==> src/rtl/bldq_pkg.sv <==
// Notes on behaviour
// - Bulk descriptors are served round-robin in their list insertion order.
// - After serving a descriptor, bulk current pointer bits 31:4 advance to the next.
// - Each new frame resumes bulk processing where the previous frame stopped.
// - At bulk list end, test list-filled flag; when clear, change nothing.
// - At bulk list end with flag set, load head into current and clear flag.
// - With bulk processing enabled, reads return the live bulk current pointer.
// - Bulk current pointer resets to zero, meaning end of bulk list.
// - On descriptor completion, write done head into its next-descriptor link field.
// - After linking, done head register takes the completed descriptor's address.
// - Done head is periodically copied into the shared communication area.
// - Each copy of done head to the shared area clears the register to zero.
// - Frame interval register holds a 14-bit bit-time count between start-of-frames.
// - Frame interval register holds a 15-bit full-speed largest packet size.
// - Software may trim the interval at any start-of-frame; later frames use it.
// - Interval count sits in bits 13:0, reset to 11,999 bit times.
// - Largest-packet field bits 30:16 loads the packet counter every frame start.
package bldq_pkg;
	// register offsets from the base address
	localparam logic [7:0]  OFS_BULK_CUR   = 8'h2c;
	localparam logic [7:0]  OFS_DONE_HEAD  = 8'h30;
	localparam logic [7:0]  OFS_FRAME_INTV = 8'h34;

	// pointer field layout
	localparam int unsigned PTR_LSB        = 4;
	localparam int unsigned PTR_W          = 28;
	localparam logic [27:0] PTR_RESET      = 28'h0000000;

	// frame interval register layout
	localparam int unsigned FI_LSB         = 0;
	localparam int unsigned FI_W           = 14;
	localparam int unsigned LPS_LSB        = 16;
	localparam int unsigned LPS_W          = 15;
	localparam int unsigned FIT_BIT        = 31;
	localparam logic [31:0] FMI_WR_MASK    = 32'hffff3fff;
	localparam logic [13:0] FI_RESET       = 14'h2edf;
	localparam logic [14:0] LPS_RESET      = 15'h0000;
	localparam logic        FIT_RESET      = 1'b0;

	// memory write offsets of the engine
	localparam logic [31:0] LINK_FIELD_OFS = 32'h00000008;
	localparam logic [31:0] SCA_DONE_OFS   = 32'h00000084;

	// done queue writer states
	typedef enum logic [1:0] {
		WB_IDLE,
		WB_LINK,
		WB_SCA
	} bldq_wb_t;
endpackage

==> src/rtl/bldq_frame_timer.sv <==
// frame timer: bit-time down counter and largest-packet counter
module bldq_frame_timer (
	input  wire logic        sys_clk,
	input  wire logic        rst_n,
	input  wire logic        bit_tick,
	input  wire logic [13:0] frame_interval_count,
	input  wire logic [14:0] fs_largest_packet_field,
	output logic             sof_pulse,
	output logic [13:0]      frame_remaining,
	output logic [14:0]      largest_packet_count
);
	typedef struct packed {
		logic [13:0] remain;
		logic [14:0] lpc;
	} bldq_ft_state_t;

	bldq_ft_state_t s_q;
	bldq_ft_state_t s_d;

	// frame boundary when the counter expires on a bit tick
	assign sof_pulse            = bit_tick && (s_q.remain == 14'h0000);
	assign frame_remaining      = s_q.remain;
	assign largest_packet_count = s_q.lpc;

	// next-state of both counters
	always_comb begin
		s_d = s_q;
		if (bit_tick) begin
			if (s_q.remain == 14'h0000) begin
				s_d.remain = frame_interval_count;     // new interval for the next frame
				s_d.lpc    = fs_largest_packet_field;  // reload at frame start
			end else begin
				s_d.remain = s_q.remain - 14'h0001;
				if (s_q.lpc != 15'h0000) begin
					s_d.lpc = s_q.lpc - 15'h0001;
				end
			end
		end
	end

	// state register
	always_ff @(posedge sys_clk) begin
		if (!rst_n) begin
			s_q.remain <= bldq_pkg::FI_RESET;
			s_q.lpc    <= bldq_pkg::LPS_RESET;
		end else begin
			s_q <= s_d;
		end
	end
endmodule // bldq_frame_timer

==> src/rtl/bldq_regs.sv <==
// bulk list pointer, done queue head and frame interval registers
module bldq_regs #(
	parameter int unsigned ADDR_W = 8
) (
	input  wire logic              sys_clk,
	input  wire logic              rst_n,
	// register access at base address plus offset
	input  wire logic              reg_wr,
	input  wire logic              reg_rd,
	input  wire logic [ADDR_W-1:0] reg_addr,
	input  wire logic [31:0]       reg_wdata,
	output logic [31:0]            reg_rdata,
	output logic                   reg_rvalid,
	// loose control and status bits
	input  wire logic              bulk_list_enable,
	input  wire logic              list_filled_flag,
	output logic                   list_filled_clear,
	input  wire logic [31:0]       bulk_list_head_pointer,
	// list engine side
	input  wire logic              bulk_ed_served,
	input  wire logic [31:0]       bulk_next_ed,
	input  wire logic              bulk_list_end,
	output logic [31:0]            bulk_list_current_pointer,
	// frame timing
	input  wire logic              bit_tick,
	output logic                   sof_pulse,
	output logic [14:0]            largest_packet_count,
	// completed descriptors
	input  wire logic              td_done_valid,
	output logic                   td_done_ready,
	input  wire logic [31:0]       td_done_addr,
	// memory writes
	input  wire logic [31:0]       shared_comm_area_base,
	output logic                   mem_wr_valid,
	input  wire logic              mem_wr_ready,
	output logic [31:0]            mem_wr_addr,
	output logic [31:0]            mem_wr_data
);
	typedef struct packed {
		logic [27:0]        cur;       // bulk current address field
		logic [27:0]        done;      // done queue address field
		logic [31:0]        fmi;       // frame interval register image
		logic [27:0]        td;        // descriptor being linked
		bldq_pkg::bldq_wb_t wb;
		logic               sca_due;   // copy to shared area requested
		logic               flag_clr;
		logic [31:0]        rdata;
		logic               rvalid;
		logic               wvalid;
		logic [31:0]        waddr;
		logic [31:0]        wdata;
	} bldq_regs_state_t;

	bldq_regs_state_t s_q;
	bldq_regs_state_t s_d;

	logic [13:0] fi_val;
	logic [14:0] lps_val;
	logic        sof_int;
	logic [31:0] rd_mux;
	logic        hit_cur;
	logic        hit_done;
	logic        hit_fmi;

	// compares the whole address against a register offset
	function automatic logic addr_hit(input logic [ADDR_W-1:0] a, input logic [7:0] ofs);
		addr_hit = (32'(a) == {24'h000000, ofs});  // upper address bits must be zero
	endfunction

	// expands a 28-bit pointer field into a full word
	function automatic logic [31:0] ptr_word(input logic [27:0] f);
		ptr_word = {f, 4'h0};  // reserved low bits read zero
	endfunction

	assign hit_cur  = addr_hit(reg_addr, bldq_pkg::OFS_BULK_CUR);
	assign hit_done = addr_hit(reg_addr, bldq_pkg::OFS_DONE_HEAD);
	assign hit_fmi  = addr_hit(reg_addr, bldq_pkg::OFS_FRAME_INTV);

	// interval and packet size fields for the timer
	assign fi_val  = s_q.fmi[bldq_pkg::FI_LSB +: bldq_pkg::FI_W];
	assign lps_val = s_q.fmi[bldq_pkg::LPS_LSB +: bldq_pkg::LPS_W];

	bldq_frame_timer u_timer (
		.sys_clk                 (sys_clk),
		.rst_n                   (rst_n),
		.bit_tick                (bit_tick),
		.frame_interval_count    (fi_val),
		.fs_largest_packet_field (lps_val),
		.sof_pulse               (sof_int),
		.frame_remaining         (),
		.largest_packet_count    (largest_packet_count)
	);

	// read data selection, reads show live hardware state
	always_comb begin
		rd_mux = 32'h00000000;
		if (hit_cur) begin
			rd_mux = ptr_word(s_q.cur);  // engine's live value
		end else if (hit_done) begin
			rd_mux = ptr_word(s_q.done);
		end else if (hit_fmi) begin
			rd_mux = s_q.fmi;
		end
	end

	// outputs
	assign sof_pulse                 = sof_int;
	assign reg_rdata                 = s_q.rdata;
	assign reg_rvalid                = s_q.rvalid;
	assign list_filled_clear         = s_q.flag_clr;
	assign bulk_list_current_pointer = ptr_word(s_q.cur);
	assign td_done_ready             = (s_q.wb == bldq_pkg::WB_IDLE) && !s_q.sca_due;
	assign mem_wr_valid              = s_q.wvalid;
	assign mem_wr_addr               = s_q.waddr;
	assign mem_wr_data               = s_q.wdata;

	// next-state logic
	always_comb begin
		s_d          = s_q;
		s_d.rvalid   = reg_rd;
		s_d.flag_clr = 1'b0;
		if (reg_rd) begin
			s_d.rdata = rd_mux;
		end

		// software writes; pointer low bits dropped
		if (reg_wr && hit_cur && !bulk_list_enable) begin
			s_d.cur = reg_wdata[31:bldq_pkg::PTR_LSB];  // only with list stopped
		end
		if (reg_wr && hit_done) begin
			s_d.done = reg_wdata[31:bldq_pkg::PTR_LSB];
		end
		if (reg_wr && hit_fmi) begin
			s_d.fmi = reg_wdata & bldq_pkg::FMI_WR_MASK;  // trim for later frames
		end

		// bulk list walk; pointer untouched at frame start
		if (bulk_list_end) begin
			if (list_filled_flag) begin
				s_d.cur      = bulk_list_head_pointer[31:bldq_pkg::PTR_LSB];
				s_d.flag_clr = 1'b1;
			end  // flag clear: nothing changes
		end else if (bulk_ed_served) begin
			s_d.cur = bulk_next_ed[31:bldq_pkg::PTR_LSB];  // insertion order round-robin
		end

		// periodic copy of done head, requested each frame
		if (sof_int) begin
			s_d.sca_due = 1'b1;
		end

		// done queue writer
		unique case (s_q.wb)
			bldq_pkg::WB_IDLE: begin
				if (s_q.sca_due) begin
					s_d.sca_due = sof_int;
					if (s_q.done != bldq_pkg::PTR_RESET) begin
						s_d.wb     = bldq_pkg::WB_SCA;
						s_d.wvalid = 1'b1;
						s_d.waddr  = shared_comm_area_base + bldq_pkg::SCA_DONE_OFS;
						s_d.wdata  = ptr_word(s_d.done);
					end
				end else if (td_done_valid) begin
					s_d.wb     = bldq_pkg::WB_LINK;
					s_d.td     = td_done_addr[31:bldq_pkg::PTR_LSB];
					s_d.wvalid = 1'b1;
					s_d.waddr  = {td_done_addr[31:4], 4'h0} + bldq_pkg::LINK_FIELD_OFS;
					s_d.wdata  = ptr_word(s_d.done);  // old head into link field
				end
			end
			bldq_pkg::WB_LINK: begin
				if (mem_wr_ready) begin
					s_d.wb     = bldq_pkg::WB_IDLE;
					s_d.wvalid = 1'b0;
					s_d.done   = s_q.td;  // queue grows at its head
				end
			end
			bldq_pkg::WB_SCA: begin
				if (mem_wr_ready) begin
					s_d.wb     = bldq_pkg::WB_IDLE;
					s_d.wvalid = 1'b0;
					s_d.done   = bldq_pkg::PTR_RESET;  // cleared on each copy
				end
			end
			default: begin
				s_d.wb     = bldq_pkg::WB_IDLE;
				s_d.wvalid = 1'b0;
			end
		endcase
	end

	// state register
	always_ff @(posedge sys_clk) begin
		if (!rst_n) begin
			s_q.cur      <= bldq_pkg::PTR_RESET;  // zero means end of list
			s_q.done     <= bldq_pkg::PTR_RESET;
			s_q.fmi      <= {bldq_pkg::FIT_RESET, bldq_pkg::LPS_RESET, 2'b00,
			                 bldq_pkg::FI_RESET};  // nominal interval
			s_q.td       <= bldq_pkg::PTR_RESET;
			s_q.wb       <= bldq_pkg::WB_IDLE;
			s_q.sca_due  <= 1'b0;
			s_q.flag_clr <= 1'b0;
			s_q.rdata    <= 32'h00000000;
			s_q.rvalid   <= 1'b0;
			s_q.wvalid   <= 1'b0;
			s_q.waddr    <= 32'h00000000;
			s_q.wdata    <= 32'h00000000;
		end else begin
			s_q <= s_d;
		end
	end
endmodule // bldq_regs

==> config.mk <==
export PLATFORM = sky130hd
export DESIGN_NAME = bldq_regs
export DESIGN_NICKNAME = d
export VERILOG_FILES = /design/src/rtl/bldq_pkg.sv /design/src/rtl/bldq_frame_timer.sv /design/src/rtl/bldq_regs.sv
export SDC_FILE = /design/constraint.sdc
export NUM_CORES = 1
export LEC_CHECK = 0
export BUFFER_PORTS_ARGS = -buffer_cell sky130_fd_sc_hd__buf_2
export CAP_MARGIN = 10
export CORE_UTILIZATION = 54
export CTS_CLUSTER_DIAMETER = 80
export DETAILED_ROUTE_END_ITERATION = 7
export PLACE_DENSITY = 0.81
export REMOVE_ABC_BUFFERS = 1
export SLEW_MARGIN = 20
export SYNTH_ARGS = -nofsm -noshare
export SYNTH_HDL_FRONTEND = slang
export SYNTH_HIERARCHICAL = 1
export SYNTH_SLANG_ARGS = --single-unit
==> constraint.sdc <==
create_clock -name sys_clk -period 3.2 [get_ports sys_clk]
set_clock_uncertainty 0.1 [all_clocks]
set_input_delay 0.64 -clock sys_clk [delete_from_list [all_inputs] [get_ports sys_clk]]
set_output_delay 0.64 -clock sys_clk [all_outputs]
set_load 0.01 [all_outputs]
==> impl_results.md <==
- Part of the power in registers: 40.4%
- CTS H-Tree Depth: 1
- Final hold violations: 0
- Hold path start: reg_wdata[2]
- IO Pins: 327
- Max cap viols: 0
- Fill cells: 2049
- Finished Cell Area: 0.0144 mm²
- Post-Syn Area per Cell: 8.34 µm²
- Clock transition at path regs: 0.06 ns
- R2R depth: 6
- DR vias: 11500
- NetSw: 0.00247 W
- Starting Density: 55.4%
- Cell variety after synth: 75
- CP peak stage delay: 0.35 ns
- Post-synthesis sequential area ratio: 38.1%
- Crit path kind: register to primary output
- Clk pwr share: 39.2%
- Nets: 1836
- Layout area overhead: 13.7%
- CP Cell Sequence: inv_1, ha_1, nor3b_1, buf_4, nand3_1, nor2_1, buf_2
- Sw Ratio: 29.3%
- Min Tclk post-route: 2.98 ns
- CTS tree: built
- Outcome: complete, no violations
- Final Power: 0.00842 W
- Slew Limit Headroom: 36.9%
- DRC: 0
- Hold depth: 3
- CTS Hold Bufs: 0
- Cell Area, Synth: 0.0127 mm²
- Internal: 0.00595 W
- Hpwl dp: 26800 µm
- Power Density: 585 mW/mm²
- CP Max Fanout: 11
- Resized Gates After CTS: 0
- Ys flop type: dfxtp_1
- Global router's overall resource usage: 30.0%
- Post-CTS Setup Inserts: 0
- Clk buf depth: 3
- Fmax: 0.336 GHz
- RSZ-0062 raised after global routing: no
- Non-filler cells in the finished layout: 1983
- CP max stage cell: nor2_1
- Fraction of layout cells with a size suffix above 1: 24.5%
- Root buffer cell: clkbuf_16
- Worst-Skew Late Latency: 0.53 ns
- Slew Limit Fails: 0
- Total grt overflow: 0
- Number of global-route vias before repair: 10800
- Port Buffers: 306
- CP Capture Type: primary output
- # rows: 55
- Peak VDD IR: 373 µV
- Post-Syn Instances: 1518
- Chip height: 155 µm
- Post-synth EDFFs: 0
- Pre-antenna DRT Iters: 7
- Sink Count: 241
- Worst hold path class: primary input to register
- Inserted Clock Buffers: 26
- Most common cell after layout, fill and taps aside: buf_2
- Hold Path Sink: fi_val[2]$_SDFFE_PN1P_
- RR Endpoint: u_timer/largest_packet_count[7]$_SDFFE_PN0P_
- Core Region: 0.0228 mm²
- First DRT Iteration DRCs: 867
- Comb pwr share: 20.4%
- Post-placement cell count: 1936
- Die width: 155 µm
- Reg-to-reg slack, setup: 0.57 ns
- Ys Warns: 6
- Yosys reg bits: 241
- Initial antenna violation count: 1
- Post-synth ARST share: 0%
- Most frequent cells in the layout: buf_2, nand2_1, dfxtp_1, o21ai_0, mux2i_1
- Leakage: 6.20 nW
- FF-to-FF Start: u_timer/largest_packet_count[0]$_SDFFE_PN0P_
- Area after DPL: 0.0134 mm²
- Critical Path Source Type: register
- Final Cycle Share: 93.1%
- Routed Antenna Nets: 0
- Data arrival time of the worst path: 2.24 ns
- RePlAce Congestion: 0.971
- WL final: 37000 µm
- Buf/Inv on CP: 3
- Required @ worst endpoint: 2.46 ns
- Critical path's top delay family: simple AND/OR/NAND/NOR gates
- Worst-margin pin slew: 0.938 ns
- Final setup fails: 0
- Vias per cell: 5.79
- Drt wl/cell: 18.7 µm
- Global-route wire length before repair: 57700 µm
- Largest net degree at the start of global routing: 115
- Die ar.: 0.0241 mm²
-- layout make-up --
cell class,count,area [µm²],area share (%)
multi-input combinational,1033,6360,44.2
sequential,241,4830,33.5
timing repair buffer,336,1810,12.6
clock buffer,35,754,5.24
tap,313,392,2.72
clock inverter,11,196,1.37
inverter,13,48.8,0.339
antenna,1,2.50,0.0174
-- tightest hold or removal path: cells and delay by family --
family | cells | cell delay, ns
and+or+nand+nor | 2 | 0.10
buffers and inverters | 1 | 0.08
-- Yosys cell counts, drive strengths merged (7+ instances only) --
master	number	area share, %
a22oi	36	2.1
mux2i	70	5.5
nor2b	9	0.44
nor4	18	1.1
nand2	297	8.8
or4	7	0.44
nor3	16	0.63
dfxtp	241	38
o21ai	120	4.8
and3	12	0.59
o22ai	7	0.35
and4	9	0.62
a41oi	27	1.9
o211ai	11	0.65
a31o	8	0.55
or3	11	0.54
nand3	52	2.1
a21oi	10	0.40
xor2	18	1.2
inv	12	0.36
clkbuf	85	2.5
nand4	23	1.2
a21boi	61	3.6
nor2	25	0.74
o211a	34	2.7
and2	61	3.0
buf	153	9.1
-- power groups by stage --
stage	Combinational (W)	Sequential [W]	Clock [W]
2_1_floorplan	0.000946	0.00349	0
3_3_place_gp	0.00167	0.00346	0
3_5_place_dp	0.00170	0.00346	0
4_1_cts	0.00170	0.00340	0.00335
5_1_grt	0.00188	0.00343	0.00346
6_report	0.00172	0.00340	0.00330
-- cells by family (layout without fill, tap and decap cells) --
group	Yosys count	after routing	synth area share, %
AO/OA/AOI/OAI	357	357	20.0
XOR/XNOR	23	23	1.59
adder cells (fa/ha/maj)	6	6	0.593
buffers and inverters	251	395	12.0
flip-flops	241	241	38.1
multiplexers	71	71	5.62
other	1	9	0.0296
AND/OR/NAND/NOR	568	568	22.0
-- layer usage --
| layer | wire length, µm | part of all wire, % | track usage [%] |
|---|---|---|---|
| met5 | 0 | 0 | 0 |
| met4 | 1440 | 3.9 | 12.2 |
| met3 | 3030 | 8.2 | 5.54 |
| met2 | 17300 | 47 | 49.7 |
| met1 | 15200 | 41 | 38.5 |
-- state kept, by name, summed over array words and instances (netlist names) --
name                          count
list_filled_clear                 1
reg_rvalid                        1
u_timer/largest_packet_count     15
s_q                              60
u_timer/frame_remaining          14
mem_wr_data                      28
mem_wr_addr                      32
lps_val                          15
fi_val                           14
bulk_list_current_pointer        28
mem_wr_valid                      1
reg_rdata                        32
-- how the worst max path moves through the flow --
stage / from / end / slack [ns] / cells after the start
2_1_floorplan: reg_addr[6] / bulk_list_current_pointer[30]$_SDFF_PN0_ / -1.17 / 6
3_3_place_gp: reg_addr[6] / s_q[170]$_SDFF_PN0_ / 0.46 / 8
3_5_place_dp: reg_addr[6] / bulk_list_current_pointer[30]$_SDFF_PN0_ / 0.42 / 8
4_1_cts: u_timer/frame_remaining[0]$_SDFFE_PN1P_ / sof_pulse / 0.24 / 7
5_1_grt: u_timer/frame_remaining[0]$_SDFFE_PN1P_ / sof_pulse / 0.16 / 7
6_report: u_timer/frame_remaining[0]$_SDFFE_PN1P_ / sof_pulse / 0.22 / 7
-- metrics by stage --
step / setup WS, ns / setup TNS (ns) / utilization [%] / hold slack [ns]
floorplan: -1.17 / -31.40 / - / 0.340
global placement: 0.464 / 0 / 58.8 / 0.336
detailed placement: 0.423 / 0 / 58.8 / 0.346
CTS: 0.241 / 0 / 63.0 / 0.226
global route: 0.161 / 0 / 63.0 / 0.234
finish: 0.220 / 0 / 63.0 / 0.236
No activity file was read; power rests on OpenSTA's default activity.
